<file path="src/rtl/mcu_core_defs.svh">
// Offsets, field positions, reset values and counts of the sequencing core.
// Assumes a 20 MHz system clock and a 32-bit APB register bus.
`ifndef MCU_CORE_DEFS_SVH
`define MCU_CORE_DEFS_SVH
`define CTRL_OFS        12'h000
`define PC_LOW_OFS      12'h004
`define STAT_OFS        12'h008
`define CTRL_OSC_BIT    0
`define CTRL_INTEN_BIT  1
`define PC_RESET        12'h000
`define INT_VECTOR      12'h004
`define STACK_DEPTH_DEF 8
`define SLOW_DIV        8'h04
`define FLAG_C          0
`define FLAG_AC         1
`define FLAG_Z          2
`define FLAG_OV         3
`define STAT_PEND_BIT   12
`endif

</file>
<file path="src/rtl/mcu_core_pkg.sv">
// Types of the instruction sequencing core.
// Assumes the constants header is compiled alongside.
package mcu_core_pkg;
   typedef enum logic [1:0] {
      PH_T1 = 2'b00,
      PH_T2 = 2'b01,
      PH_T3 = 2'b10,
      PH_T4 = 2'b11
   } phase_t;
   typedef enum logic [3:0] {
      OP_NOP   = 4'h0,
      OP_ALU   = 4'h1,
      OP_JUMP       = 4'h2,
      OP_CALL       = 4'h3,
      OP_RETURN     = 4'h4,
      OP_INT_RETURN = 4'h5,
      OP_SZ         = 4'h6,
      OP_SNZ        = 4'h7,
      OP_WRLOW      = 4'h8,
      OP_RDLOW      = 4'h9,
      OP_EXT   = 4'hA
   } opcode_t;
   typedef struct packed {
      logic        psel;
      logic        penable;
      logic        pwrite;
      logic [11:0] paddr;
      logic [31:0] pwdata;
   } apb_req_t;
endpackage : mcu_core_pkg

</file>
<file path="src/rtl/mcu_fetch_pc_stack_core.sv">
// Instruction sequencing core: phase clocks, fetch pipeline, PC, return stack, ALU.
// Assumes program memory answers on the same clock and an APB master on sys_clk_i.
//
// The APB slave port and the register addresses were decided locally.
`timescale 1ns/1ps
`default_nettype none
`include "mcu_core_defs.svh"
module mcu_fetch_pc_stack_core
   import mcu_core_pkg::*;
#(
   parameter int STACK_DEPTH = `STACK_DEPTH_DEF
) (
   input  wire logic        sys_clk_i,
   input  wire logic        reset_i,
   input  wire apb_req_t    apb_req_i,
   output logic [31:0]      prdata_o,
   output logic             pready_o,
   output logic             pslverr_o,
   input  wire logic [15:0] pmem_data_i,
   output logic [11:0]      pmem_addr_o,
   input  wire logic        irq_i,
   output logic             irq_ack_o,
   output logic [3:0]       instruction_phase_clocks_o,
   output logic [7:0]       acc_o,
   output logic [3:0]       status_o
);
   localparam int SPW = $clog2(STACK_DEPTH);

   phase_t             phase;
   logic [7:0]         div_cnt;
   logic               osc_slow_sel;
   logic               int_en;
   logic [11:0]        pc;
   logic [15:0]        fetch_word;
   logic [15:0]        ir;
   logic               ir_valid;
   logic               ext_stage;
   logic [7:0]         acc;
   logic [3:0]         status;
   logic               irq_pending;
   logic               low_pend;
   logic [7:0]         low_val;
   logic [11:0]        stack_mem [STACK_DEPTH];
   logic [SPW-1:0]     sp_ptr;
   logic [SPW:0]       sp_cnt;
   logic [3:0]         phase_oh;

   // Phase timing
   wire                tick     = !osc_slow_sel || (div_cnt == 8'h00);
   wire                boundary = tick && (phase == PH_T4);
   wire                fetch_en = tick && (phase == PH_T1);

   // Decode
   wire opcode_t       opcode   = opcode_t'(ir[15:12]);
   wire [3:0]          alu_op   = ir[11:8];
   wire [7:0]          imm      = ir[7:0];
   wire [11:0]         target   = ir[11:0];
   wire                stack_full = (sp_cnt == (SPW+1)'(STACK_DEPTH));
   wire                take_int = irq_pending && int_en && !stack_full && ir_valid && !ext_stage;
   wire                run_ir   = !take_int && !low_pend && ir_valid;
   wire                is_call  = run_ir && (opcode == OP_CALL);
   wire                is_ret   = run_ir && (opcode == OP_RETURN || opcode == OP_INT_RETURN);
   wire                do_push  = boundary && (take_int || is_call);
   wire                do_pop   = boundary && is_ret;
   wire                ext_hold = run_ir && (opcode == OP_EXT) && !ext_stage;
   wire                alu_exec = run_ir && (opcode == OP_ALU || (opcode == OP_EXT && ext_stage));
   wire                skip_met = run_ir && ((opcode == OP_SZ && acc == 8'h00)
                                  || (opcode == OP_SNZ && acc != 8'h00));
   wire [SPW-1:0]      sp_prev  = (sp_ptr == '0) ? SPW'(STACK_DEPTH - 1) : sp_ptr - 1'b1;
   wire [SPW-1:0]      sp_next  = (sp_ptr == SPW'(STACK_DEPTH - 1)) ? '0 : sp_ptr + 1'b1;
   wire [11:0]         pop_val  = stack_mem[sp_prev];
   wire [11:0]         push_val = take_int ? pc - 12'h001 : pc;

   // ALU
   function automatic logic [11:0] alu_f(input logic [3:0] op, input logic [7:0] a,
                                         input logic [7:0] b, input logic cin);
      logic [8:0] s;
      logic [4:0] h;
      logic       ov;
      logic [7:0] r;
      logic [8:0] d;
      s  = 9'h000;
      h  = 5'h00;
      ov = 1'b0;
      r  = 8'h00;
      d  = {1'b0, a};
      unique case (op)
         4'h0, 4'h1: begin
            s  = {1'b0, a} + {1'b0, b} + {8'h00, op[0] & cin};
            h  = {1'b0, a[3:0]} + {1'b0, b[3:0]} + {4'h0, op[0] & cin};
            ov = (a[7] == b[7]) && (s[7] != a[7]);
            r  = s[7:0];
         end
         4'h2, 4'h3: begin
            s  = {1'b0, a} + {1'b0, ~b} + {8'h00, op[0] ? cin : 1'b1};
            h  = {1'b0, a[3:0]} + {1'b0, ~b[3:0]} + {4'h0, op[0] ? cin : 1'b1};
            ov = (a[7] != b[7]) && (s[7] != a[7]);
            r  = s[7:0];
         end
         4'h4: begin
            if (a[3:0] > 4'h9) d = d + 9'h006;
            if (d[7:4] > 4'h9 || cin) d = d + 9'h060;
            s = {d[8] | cin, d[7:0]};
            r = d[7:0];
         end
         4'h5: r = a & b;
         4'h6: r = a | b;
         4'h7: r = a ^ b;
         4'h8: r = ~a;
         4'h9: r = {a[0], a[7:1]};
         4'hA: begin
            r = {cin, a[7:1]};
            s[8] = a[0];
         end
         4'hB: r = {a[6:0], a[7]};
         4'hC: begin
            r = {a[6:0], cin};
            s[8] = a[7];
         end
         4'hD: r = a + 8'h01;
         4'hE: r = a - 8'h01;
         4'hF: r = b;
      endcase
      alu_f = {s[8], h[4], ov, (r == 8'h00), r};
   endfunction : alu_f

   wire [11:0] alu_res = alu_f(alu_op, acc, imm, status[`FLAG_C]);
   wire        carry_op = (alu_op <= 4'h4) || (alu_op == 4'hA) || (alu_op == 4'hC);
   wire        arith_op = (alu_op <= 4'h3);

   always_ff @(posedge sys_clk_i or posedge reset_i) begin
      if (reset_i) begin
         div_cnt <= 8'h00;
      end else if (!osc_slow_sel || div_cnt == `SLOW_DIV - 8'h01) begin
         div_cnt <= 8'h00;
      end else begin
         div_cnt <= div_cnt + 8'h01;
      end
   end

   always_ff @(posedge sys_clk_i or posedge reset_i) begin
      if (reset_i) begin
         phase <= PH_T1;
      end else if (tick) begin
         phase <= phase_t'(phase + 2'b01);
      end
   end

   // Phase clocks one-hot
   genvar gi;
   generate
      for (gi = 0; gi < 4; gi++) begin : g_ph
         always_ff @(posedge sys_clk_i or posedge reset_i) begin
            if (reset_i) begin
               phase_oh[gi] <= (gi == 0);
            end else if (tick) begin
               phase_oh[gi] <= (phase_t'(phase + 2'b01) == phase_t'(gi));
            end
         end
      end
   endgenerate
   assign instruction_phase_clocks_o = phase_oh;

   always_ff @(posedge sys_clk_i or posedge reset_i) begin
      if (reset_i) begin
         fetch_word <= 16'h0000;
      end else if (fetch_en) begin
         fetch_word <= pmem_data_i;
      end
   end

   // Program counter and pipeline
   always_ff @(posedge sys_clk_i or posedge reset_i) begin
      if (reset_i) begin
         pc        <= `PC_RESET;
         ir        <= 16'h0000;
         ir_valid  <= 1'b0;
         ext_stage <= 1'b0;
      end else if (boundary) begin
         if (take_int || low_pend || (run_ir && (opcode == OP_JUMP || opcode == OP_CALL
             || opcode == OP_RETURN || opcode == OP_INT_RETURN || opcode == OP_WRLOW))) begin
            pc       <= take_int ? `INT_VECTOR :
                        low_pend ? {pc[11:8], low_val} :
                        (opcode == OP_JUMP || opcode == OP_CALL) ? target :
                        (opcode == OP_WRLOW) ? {pc[11:8], acc} : pop_val;
            ir_valid <= 1'b0;
         end else if (ext_hold) begin
            ext_stage <= 1'b1;
         end else if (skip_met) begin
            pc       <= pc + 12'h001;
            ir_valid <= 1'b0;
         end else begin
            pc        <= pc + 12'h001;
            ir        <= fetch_word;
            ir_valid  <= 1'b1;
            ext_stage <= 1'b0;
         end
      end
   end
   assign pmem_addr_o = pc;

   always_ff @(posedge sys_clk_i) begin
      if (do_push) begin
         stack_mem[sp_ptr] <= push_val;
      end
   end

   always_ff @(posedge sys_clk_i or posedge reset_i) begin
      if (reset_i) begin
         sp_ptr <= '0;
         sp_cnt <= '0;
      end else if (do_push) begin
         sp_ptr <= sp_next;
         sp_cnt <= stack_full ? sp_cnt : sp_cnt + 1'b1;
      end else if (do_pop) begin
         sp_ptr <= sp_prev;
         sp_cnt <= (sp_cnt == '0) ? sp_cnt : sp_cnt - 1'b1;
      end
   end

   always_ff @(posedge sys_clk_i or posedge reset_i) begin
      if (reset_i) begin
         acc    <= 8'h00;
         status <= 4'h0;
      end else if (boundary && alu_exec) begin
         acc                 <= alu_res[7:0];
         status[`FLAG_Z]     <= alu_res[8];
         status[`FLAG_C]     <= carry_op ? alu_res[11] : status[`FLAG_C];
         status[`FLAG_AC]    <= arith_op ? alu_res[10] : status[`FLAG_AC];
         status[`FLAG_OV]    <= arith_op ? alu_res[9] : status[`FLAG_OV];
      end else if (boundary && run_ir && opcode == OP_RDLOW) begin
         acc <= pc[7:0];
      end
   end
   assign acc_o    = acc;
   assign status_o = status;

   always_ff @(posedge sys_clk_i or posedge reset_i) begin
      if (reset_i) begin
         irq_pending <= 1'b0;
         irq_ack_o   <= 1'b0;
      end else begin
         irq_pending <= irq_i || (irq_pending && !(boundary && take_int));
         irq_ack_o   <= boundary && take_int;
      end
   end

   // APB slave, one wait state
   wire        apb_acc  = apb_req_i.psel && apb_req_i.penable;
   wire        apb_done = apb_acc && pready_o;
   wire        sel_ctrl = apb_req_i.paddr == `CTRL_OFS;
   wire        sel_low  = apb_req_i.paddr == `PC_LOW_OFS;
   wire        sel_stat = apb_req_i.paddr == `STAT_OFS;
   wire        mapped   = sel_ctrl || sel_low || sel_stat;
   wire [31:0] rd_mux   = sel_ctrl ? {30'h0, int_en, osc_slow_sel} :
                          sel_low  ? {24'h0, pc[7:0]} :
                          sel_stat ? {19'h0, irq_pending, status, acc} : 32'h0;

   always_ff @(posedge sys_clk_i or posedge reset_i) begin
      if (reset_i) begin
         pready_o  <= 1'b0;
         pslverr_o <= 1'b0;
         prdata_o  <= 32'h0;
      end else begin
         pready_o  <= apb_acc && !pready_o;
         pslverr_o <= apb_acc && !pready_o && !mapped;
         prdata_o  <= (apb_acc && !pready_o && !apb_req_i.pwrite) ? rd_mux : 32'h0;
      end
   end

   // Control bits
   always_ff @(posedge sys_clk_i or posedge reset_i) begin
      if (reset_i) begin
         osc_slow_sel <= 1'b0;
         int_en       <= 1'b0;
      end else begin
         if (apb_done && apb_req_i.pwrite && sel_ctrl) begin
            osc_slow_sel <= apb_req_i.pwdata[`CTRL_OSC_BIT];
         end
         if (boundary && take_int) begin
            int_en <= 1'b0;
         end else if (boundary && run_ir && opcode == OP_INT_RETURN) begin
            int_en <= 1'b1;
         end else if (apb_done && apb_req_i.pwrite && sel_ctrl) begin
            int_en <= apb_req_i.pwdata[`CTRL_INTEN_BIT];
         end
      end
   end

   always_ff @(posedge sys_clk_i or posedge reset_i) begin
      if (reset_i) begin
         low_pend <= 1'b0;
         low_val  <= 8'h00;
      end else if (apb_done && apb_req_i.pwrite && sel_low) begin
         low_pend <= 1'b1;
         low_val  <= apb_req_i.pwdata[7:0];
      end else if (boundary) begin
         low_pend <= 1'b0;
      end
   end

   // Checks
   phase_onehot_a: assert property (@(posedge sys_clk_i) disable iff (reset_i)
      $onehot(instruction_phase_clocks_o)) else $error("phase clocks not one-hot");
   pc_advance_a: assert property (@(posedge sys_clk_i) disable iff (reset_i)
      boundary && run_ir && opcode == OP_NOP |=> pc == $past(pc) + 12'h001)
      else $error("pc did not advance by one");
   jump_target_a: assert property (@(posedge sys_clk_i) disable iff (reset_i)
      boundary && run_ir && opcode == OP_JUMP |=> pc == $past(target) && !ir_valid)
      else $error("jump target not loaded");
   skip_dummy_a: assert property (@(posedge sys_clk_i) disable iff (reset_i)
      boundary && skip_met && !ext_hold |=> !ir_valid) else $error("skip kept prefetch");
   low_page_a: assert property (@(posedge sys_clk_i) disable iff (reset_i)
      boundary && run_ir && opcode == OP_WRLOW |=> pc == {$past(pc[11:8]), $past(acc)})
      else $error("low byte jump left page");
   call_push_a: assert property (@(posedge sys_clk_i) disable iff (reset_i)
      do_push && !stack_full |=> sp_cnt == $past(sp_cnt) + 1'b1) else $error("push lost");
   int_defer_a: assert property (@(posedge sys_clk_i) disable iff (reset_i)
      stack_full |-> !take_int) else $error("interrupt taken on full stack");
   ret_restore_a: assert property (@(posedge sys_clk_i) disable iff (reset_i)
      do_pop && !take_int |=> pc == $past(pop_val)) else $error("return address wrong");
   apb_ready_a: assert property (@(posedge sys_clk_i) disable iff (reset_i)
      apb_acc && !pready_o |=> pready_o ##1 !pready_o) else $error("apb ready timing");
   ext_second_a: assert property (@(posedge sys_clk_i) disable iff (reset_i)
      boundary && ext_hold |=> ext_stage && pc == $past(pc))
      else $error("extended instruction did not hold");
   int_vector_a: assert property (@(posedge sys_clk_i) disable iff (reset_i)
      boundary && take_int |=> irq_ack_o && pc == `INT_VECTOR)
      else $error("interrupt vector not loaded");
   overflow_wrap_a: assert property (@(posedge sys_clk_i) disable iff (reset_i)
      do_push && stack_full |=> stack_full && sp_ptr == $past(sp_next))
      else $error("overflow push not wrapped");
   low_read_a: assert property (@(posedge sys_clk_i) disable iff (reset_i)
      boundary && run_ir && opcode == OP_RDLOW |=> acc == $past(pc[7:0]))
      else $error("low byte read wrong");
endmodule : mcu_fetch_pc_stack_core
`default_nettype wire
</file>
<file path="config.mk">
export PLATFORM = sky130hd
export DESIGN_NAME = mcu_fetch_pc_stack_core
export DESIGN_NICKNAME = d
export VERILOG_FILES = /design/src/rtl/mcu_core_pkg.sv /design/src/rtl/mcu_fetch_pc_stack_core.sv
export VERILOG_INCLUDE_DIRS = /design/src /design/src/rtl
export SDC_FILE = /design/constraint.sdc
export NUM_CORES = 1
export LEC_CHECK = 0
export ABC_CLOCK_PERIOD_IN_PS = 8000
export BUFFER_PORTS_ARGS = -buffer_cell sky130_fd_sc_hd__buf_4
export CAP_MARGIN = 20
export CORE_MARGIN = 1.5
export CORE_UTILIZATION = 51
export CTS_CLUSTER_DIAMETER = 120
export DETAILED_ROUTE_END_ITERATION = 8
export PLACE_DENSITY = 0.74
export RECOVER_POWER = 50
export SYNTH_ARGS = -nofsm -noshare
export SYNTH_HDL_FRONTEND = slang
export SYNTH_SLANG_ARGS = --single-unit
</file>
<file path="constraint.sdc">
create_clock -name sys_clk_i -period 8 [get_ports sys_clk_i]
set_clock_uncertainty 0.05 [all_clocks]
set_input_delay 0.8 -clock sys_clk_i [delete_from_list [all_inputs] [get_ports sys_clk_i]]
set_output_delay 0.8 -clock sys_clk_i [all_outputs]
set_load 0.02 [all_outputs]
</file>
==> metrics.md, run 1 <==
| Metric | Value |
|---|---|
| Fillers | 1934 |
| # IOs | 129 |
| Post-synthesis simple-gate area fraction | 14.9% |
| DRT iter0 DRCs | 945 |
| Slowest CP cell | clkbuf_1 |
| Router iterations before antenna repair | 5 |
| Max Fclk | 197 MHz |
| Mapped Area | 11800 sq um |
| Hold worst-path end | ir[8]$_DFFE_PP0P_ |
| Hold depth | 2 |
| Final Wtd Congestion | 0.931 |
| Final Hold Viols | 0 |
| TritonCTS Buffers | 23 |
| Port bufs | 85 |
| CTS root buf | clkbuf_16 |
| Slew HR | -169% |
| Routed wire length | 30800 microns |
| Area fraction in compound gates after synthesis | 15.3% |
| Largest family of logic cells by synthesized area | compound AO/OA/AOI/OAI gates |
| Static Leak | 5.17 nW |
| Hold_sp | fetch_word[8]$_DFFE_PP0P_ |
| Final min period | 5.07 ns |
| Max_cap viols | 2 |
| Die area | 24000 sq um |
| Wire length per cell | 21.1 microns |
| Status | finished, violations left |
| Total internal power | 2.75 mW |
| R2R Path End | pmem_addr_o[5]$_DFFE_PP0P_ |
| Post-CTS resize count | 0 |
| Sequential area share after synthesis | 47.2% |
| Final #Nets | 1278 |
| Asr flop ratio synth | 52.7% |
| Clock Sink Count | 203 |
| Hold WC Path Type | reg -> reg |
| Clk pwr share | 19.8% |
| Switch Pwr | 2.19 mW |
| Final period utilization | 63.3% |
| Clock latency at the later pin of the worst-skew pair | 0.52 ns |
| Distinct cell type count after synthesis | 89 |
| Die height | 155 microns |
| Sw Ratio | 44.4% |
| Worst Path Arrival | 4.69 ns |
| Proportion of layout cells with a drive suffix above 1 | 13.7% |
| Yosys top cell area share | 24.5% |
| Max FO, Critical Path | 75 |
| Final setup fails | 0 |
| Critical Path RT | 7.62 ns |
| CTS max path bufs | 3 |
| Flop pwr share | 32.1% |
| Vias | 9193 |
| Initial antenna violation count | 0 |
| Layout Cells excl Fill | 1461 |
| # DRC | 0 |
| Reg2Reg Launch Point | sp_ptr[0]$_DFFE_PP0P_ |
| RSZ-0062 raised after global routing | false |
| Delay-heaviest family, CP | buffers and inverters |
| Area grow syn2layout | 11.3% |
| Multi-input gate area | 5710 sq um |
| Cell taking the most area after synthesis | edfxtp_1 |
| Grt ovf | 0 |
| Core area | 22600 sq um |
| CTS tree | built |
| Main flop type after synthesis | dfrtp_1 |
| Critical path cell sequence | clkbuf_4, clkinvlp_2, clkbuf_1 |
| Largest net degree at the start of global routing | 76 |
| CP startpoint kind | input port |
| Worst Reg2Reg Path Length in Cells | 12 |
| Antenna Nets Post-Route | 0 |
| CTS H-tree lvls | 1 |
| XOR/XNOR Fraction of Synth Area | 2.53% |
| Worst vdd ir | 187 uV |
| Hold-fix buffers at CTS | 0 |
| Vias in the first global route | 8689 |
| Top cells by area, synth | edfxtp_1 (24%), dfrtp_1 (23%), ha_1 (5.0%), mux2_2 (3.8%), mux4_2 (3.1%) |
| Register area | 5560 sq um |
| Worst reg2reg setup slack | 3.21 ns |
| Ant diodes | 0 |
| #FFs+latches synth | 203 |
| EDFF count, synth | 96 |
| Multiplexer share of the synthesized area | 9.02% |
| CTS clk-pin slew, worst paths | 0.06 ns |
| Pwr Density | 378 nW/um^2 |
| Crit path kind | in -> async |
| Failing checks | max-capacitance violations, max-slew violations |
| First-pass GRT wire length | 48300 microns |
| Logic pwr share | 48.0% |
| Yosys warnings | 0 |
| GRT Total Usage | 25.6% |
| Avg Cell Area, Syn | 10.7 sq um |
| Placed cell count | 1417 |
| Final Max Tran Viols | 87 |
| Detailed Place HPWL | 21600 microns |
| Crit path buffers/inverters | 3 |
| Slowest stage delay, CP | 2.88 ns |
| Die Width | 155 microns |
| Num rows | 55 |
| Crit. End Element | async pin |
| Via density | 6.29 |
| Synth Area in Adders | 6.02% |
| Worst-Margin Slew | 4.04 ns |
| Initial Util | 52.0% |
| Mapped Cells | 1097 |
| Postcts setup bufs | 0 |
| Setup TNS | 0 ns |
==> power by group through the flow <==
| stage | Sequential [mW] | Combinational (mW) | Clock (mW) |
|---|---|---|---|
| 5_1_grt | 1.60 | 2.58 | 1.03 |
| 3_3_place_gp | 1.60 | 2.32 | 0 |
| 4_1_cts | 1.58 | 2.37 | 0.991 |
| 3_5_place_dp | 1.61 | 2.36 | 0 |
| 2_1_floorplan | 1.48 | 1.77 | 0 |
| 6_report | 1.59 | 2.38 | 0.981 |
==> metal layers <==
metal	track usage, %	vias to the layer above	wire length [microns]
met5	0	-	0
met4	7.78	0	880
met3	3.54	66	2450
met2	39.4	461	13800
met1	37.9	4489	13600
li1	-	4177	-
==> Yosys cell counts (all sizes together), types with 4 or more instances <==
library cell / instances
nand2b: 13
nor4: 16
a21oi: 45
a32oi: 7
and3: 13
o311a: 8
a221o: 4
xor2: 15
inv: 45
buf: 42
mux2i: 24
o311ai: 4
mux4: 16
xnor2: 19
and3b: 4
a311oi: 4
nand2: 70
a221oi: 10
a21o: 8
o21ai: 69
a31oi: 6
nor3b: 6
nor4b: 7
nand3b: 4
fa: 6
dfrtp: 106
edfxtp: 96
a22oi: 9
and2: 16
or3: 8
nand3: 27
nor2b: 19
clkbuf: 41
o21bai: 5
a211oi: 24
or2: 6
nor2: 84
o22ai: 13
o31ai: 6
mux2: 41
nor3: 27
o211ai: 4
ha: 47
==> logic make-up (layout without fill, tap and decap cells) <==
family,count (synthesis),in the layout
adders and majority gates,53,53
and+or+nand+nor,333,333
buffers and inverters,130,191
AOI/OAI and AO/OA,262,262
DFF,203,203
muxes,81,81
other,1,19
xor gates and xnor gates,34,34
==> flip-flops by register name, summed over array words and instances, names as in the netlist, 2 cells and up <==
register	flops
instruction_phase_clocks_o	4
sp_cnt	4
status_o	4
phase	2
fetch_word	16
div_cnt	8
low_val	8
prdata_o	13
acc_o	8
ir	16
stack_mem	96
pmem_addr_o	12
sp_ptr	3
==> stage by stage <==
| step | setup WS, ns | total power [mW] | instance area [sq um] | util (%) | hold slack, ns |
|---|---|---|---|---|---|
| after detailed placement | 3.27 | 3.97 | 12600 | 55.6 | 0.418 |
| after CTS | 3.21 | 4.95 | 13300 | 58.7 | 0.246 |
| final | 2.93 | 4.95 | 13100 | 57.9 | 0.427 |
| after floorplan | 4.33 | 3.25 | 11800 | - | 0.394 |
| after global placement | 3.23 | 3.92 | 12600 | 55.6 | 0.410 |
| after global routing | 1.79 | 5.22 | 13100 | 57.9 | 0.456 |
==> placed cells by master, fill, tap and decap left out, types with 18 or more instances in the layout <==
cell type / n
clkbuf_16: 24
dfrtp_1: 106
o21ai_0: 60
inv_1: 43
nand2_1: 69
a21oi_1: 45
nor2_1: 83
conb_1: 19
buf_4: 53
edfxtp_1: 96
nand3_1: 27
clkbuf_1: 54
a211oi_1: 24
xnor2_1: 19
ha_1: 47
mux2i_1: 24
nor2b_1: 18
nor3_1: 27
mux2_2: 40
==> layout make-up <==
cell class                      instances  share of cell area [%]
Timing Repair Buffer                  102                    4.57
Multi-Input combinational cell        782                    43.6
Sequential cell                       203                    42.5
Clock inverter                          8                   0.344
Tap cell                              285                    2.72
Clock buffer                           34                    4.95
Inverter                               47                    1.36
==> worst reg2reg max path, stage by stage (launching register included) <==
cell and delay, ns:
dfrtp_1 1.00, inv_1 0.55, ha_1 0.37, ha_1 0.29
nor2b_2 0.50, buf_4 0.34, mux4_2 0.54, nand2_1 0.09
o311a_1 0.24, a211oi_1 0.08, a21oi_1 0.15, o21ai_0 0.09
a221o_1 0.37
==> worst max-delay path by stage <==
stage | from | to | slack (ns) | cells past startpoint
2_1_floorplan | reset_i | acc_o[0]$_DFFE_PP0P_ | 4.33 | 1
3_3_place_gp | sp_ptr[0]$_DFFE_PP0P_ | pmem_addr_o[5]$_DFFE_PP0P_ | 3.23 | 12
3_5_place_dp | sp_ptr[0]$_DFFE_PP0P_ | pmem_addr_o[5]$_DFFE_PP0P_ | 3.27 | 12
4_1_cts | sp_ptr[0]$_DFFE_PP0P_ | pmem_addr_o[5]$_DFFE_PP0P_ | 3.21 | 12
5_1_grt | reset_i | prdata_o[11]$_DFF_PP0_ | 1.79 | 3
6_report | reset_i | prdata_o[11]$_DFF_PP0_ | 2.93 | 3
No activity file was read; power rests on OpenSTA's default activity.
==> run 2: changes to the inputs <==
--- a/config.mk
+++ b/config.mk
@@ -6,7 +6,7 @@
 export SDC_FILE = /design/constraint.sdc
 export NUM_CORES = 1
 export LEC_CHECK = 0
-export ABC_CLOCK_PERIOD_IN_PS = 8000
+export ABC_CLOCK_PERIOD_IN_PS = 5000
 export BUFFER_PORTS_ARGS = -buffer_cell sky130_fd_sc_hd__buf_4
 export CAP_MARGIN = 20
 export CORE_MARGIN = 1.5
==> constraint.sdc (replaced) <==
create_clock -name sys_clk_i -period 5 [get_ports sys_clk_i]
set_clock_uncertainty 0.05 [all_clocks]
set_input_delay 0.5 -clock sys_clk_i [delete_from_list [all_inputs] [get_ports sys_clk_i]]
set_output_delay 0.5 -clock sys_clk_i [all_outputs]
set_load 0.02 [all_outputs]
==> run 2 against run 1 <==
Effect of this change:
- the flow still finishes with violations (max-capacitance violations, max-slew violations)
- non-clock buffer count increased by 10
- first-iteration DRC count increased by 12%
- worst setup slack got worse by 2.1 ns
- hold slack got worse by 0.27 ns
- design area increased by 0.98%
- critical path type is now reg -> reg
- largest cell class unchanged
==> metrics.md, run 2 (synthesized netlist as in run 1, its figures left out) <==
| Metric | Value |
|---|---|
| Most crowded layer after global routing | met1 (was met2) |
| Critical Path RT | 5.17 ns (was 7.62 ns) |
| Initial antenna violation count | 0 (unchanged) |
| Placed cell count | 1429 (was 1417) |
| Final Hold Viols | 0 (unchanged) |
| Router iterations before antenna repair | 5 (unchanged) |
| Wire length per cell | 20.9 microns (was 21.1 microns) |
| Antenna Nets Post-Route | 0 (unchanged) |
| # DRC | 0 (unchanged) |
| CP startpoint kind | flop (was input port) |
| Logic pwr share | 48.5% (was 48.0%) |
| Max Fclk | 241 MHz |
| CTS H-tree lvls | 1 (unchanged) |
| Ant diodes | 0 (unchanged) |
| Crit. End Element | flop (was async pin) |
| Largest net degree at the start of global routing | 60 (was 76) |
| Met3 usage | 4.37% (was 3.54%) |
| Die Width | 155 microns (unchanged) |
| CTS clk-pin slew, worst paths | 0.06 ns (about the same) |
| Vias in the first global route | 8638 (was 8689) |
| Max FO, Critical Path | 12 (was 75) |
| First-pass GRT wire length | 48600 microns (was 48300 microns) |
| Static Leak | 5.26 nW (was 5.17 nW) |
| Port bufs | 85 (unchanged) |
| Final #Nets | 1289 (was 1278) |
| Routed wire length | 30800 microns (about the same) |
| DRT iter0 DRCs | 1060 (was 945) |
| Status | finished, violations left (unchanged) |
| Num rows | 55 (unchanged) |
| Pwr Density | 611 nW/um^2 (was 378 nW/um^2) |
| Setup TNS | 0 ns (unchanged) |
| Fin Hold WS | 0.153 ns (was 0.427 ns) |
| Max_cap viols | 3 (was 2) |
| Die area | 24000 sq um (unchanged) |
| Power, Total | 8.09 mW (was 4.95 mW) |
| Proportion of layout cells with a drive suffix above 1 | 15.2% (was 13.7%) |
| Initial Util | 52.0% (unchanged) |
| Die height | 155 microns (unchanged) |
| Hold-fix buffers at CTS | 0 (unchanged) |
| Hold WC Path Type | in -> reg (was reg -> reg) |
| Met1 usage in global routing | 38.4% (was 37.9%) |
| Max FFs per register | 96 (unchanged) |
| Reg2Reg Launch Point | div_cnt[0]$_DFF_PP0_ (was sp_ptr[0]$_DFFE_PP0P_) |
| Worst Path Arrival | 4.31 ns (was 4.69 ns) |
| Final period utilization | 82.8% |
| Most common cell after layout, fill and taps aside | dfrtp_1 (unchanged) |
| Final Wtd Congestion | 0.937 (was 0.931) |
| CTS max path bufs | 3 (unchanged) |
| Layout Cells excl Fill | 1473 (was 1461) |
| Worst Setup SP | div_cnt[0]$_DFF_PP0_ (was reset_i) |
| Most frequent cells in the layout | dfrtp_1 (106), edfxtp_1 (96), nor2_1 (82) (was dfrtp_1 (106), edfxtp_1 (96), nor2_1 (83)) |
| Clock Sink Count | 203 (unchanged) |
| Grt ovf | 0 (unchanged) |
| Worst vdd ir | 271 uV (was 187 uV) |
| Failing checks | max-capacitance violations, max-slew violations (unchanged) |
| Hold worst-path end | irq_pending$_DFF_PP0_ (was ir[8]$_DFFE_PP0P_) |
| CTS tree | built (unchanged) |
| Area grow syn2layout | 12.4% (was 11.3%) |
| Flop pwr share | 30.7% (was 32.1%) |
| # IOs | 129 (unchanged) |
| Clk pwr share | 20.9% (was 19.8%) |
| Switch Pwr | 3.54 mW (was 2.19 mW) |
| Final min period | 4.14 ns |
| Clock latency at the later pin of the worst-skew pair | 0.52 ns (about the same) |
| GRT Total Usage | 25.9% (was 25.6%) |
| GR Util met2 | 38.3% (was 39.4%) |
| Postcts setup bufs | 0 (unchanged) |
| Worst Reg2Reg Path Length in Cells | 9 (was 12) |
| Total internal power | 4.55 mW (was 2.75 mW) |
| Hold depth | 2 (unchanged) |
| Core area | 22600 sq um (unchanged) |
| Largest regs | stack_mem (96), fetch_word (16), ir (16) (unchanged) |
| R2R Path End | stack_mem[4][8]$_DFFE_PP_ (was pmem_addr_o[5]$_DFFE_PP0P_) |
| Worst-Margin Slew | 2.66 ns (was 4.04 ns) |
| Worst reg2reg setup slack | 0.86 ns (was 3.21 ns) |
| Final setup fails | 0 (unchanged) |
| Largest Register | stack_mem (unchanged) |
| Crit path kind | reg -> reg (was in -> async) |
| CTS root buf | clkbuf_16 (unchanged) |
| Post-CTS resize count | 0 (unchanged) |
| Via density | 6.17 (was 6.29) |
| Detailed Place HPWL | 21700 microns (was 21600 microns) |
| Slew HR | -78.2% (was -169%) |
| Final Max Tran Viols | 81 (was 87) |
| Hold_sp | irq_i (was fetch_word[8]$_DFFE_PP0P_) |
| TritonCTS Buffers | 24 (was 23) |
| RSZ-0062 raised after global routing | false (unchanged) |
| Sw Ratio | 43.8% (was 44.4%) |
| Vias | 9090 (was 9193) |
[run 2: power groups by stage]
stage | combinational, mW | clock, mW | sequential [mW]
finish | 3.92 | 1.69 | 2.48
global route | 4.27 | 1.78 | 2.50
CTS | 3.92 | 1.71 | 2.47
detailed placement | 3.90 | 0 | 2.50
global placement | 3.85 | 0 | 2.49
floorplan | 2.83 | 0 | 2.37
[run 2: critical path: stages (launching register included)]
cell	delay, ns
dfrtp_1	0.43
inv_1	0.09
ha_1	0.15
a41oi_1	0.61
or3b_1	0.85
nor2_4	0.27
a31o_4	0.18
nand2_1	0.13
nor3_1	0.77
buf_4	0.32
[run 2: area by class of cell]
cell class / count / area (sq um)
Clock buffer: 34 / 678
Clock inverter: 10 / 96.3
Inverter: 47 / 178
Multi-Input combinational cell: 782 / 5690
Fill cell: 1903 / 9410
Tap cell: 285 / 357
Timing Repair Buffer: 112 / 669
Sequential cell: 203 / 5560
[run 2: stage by stage]
step / util [%] / setup slack (ns) / instance area, sq um
floorplan: - / 1.60 / 11800
global placement: 55.9 / 1.46 / 12700
detailed placement: 55.9 / 1.40 / 12700
CTS: 59.3 / 1.38 / 13400
global route: 58.4 / 0.643 / 13200
finish: 58.4 / 0.858 / 13200
[run 2: worst max path at each step]
stage                                            to  depth (start not counted)
after floorplan             status_o[2]$_DFFE_PP0P_                         16
after detailed placement  stack_mem[4][9]$_DFFE_PP_                          9
final                     stack_mem[4][8]$_DFFE_PP_                          9
after global placement    stack_mem[4][8]$_DFFE_PP_                          9
after global routing          sp_cnt[3]$_DFFE_PP0P_                         11
after CTS                 stack_mem[4][2]$_DFFE_PP_                          9
[run 2: per-layer routing]
metal | routed length, microns | part of all wire, % | up-vias
met5 | 0 | 0 | -
met4 | 969 | 3.1 | 0
met3 | 2790 | 9.1 | 73
met2 | 13400 | 43 | 459
met1 | 13700 | 44 | 4357
li1 | - | - | 4201
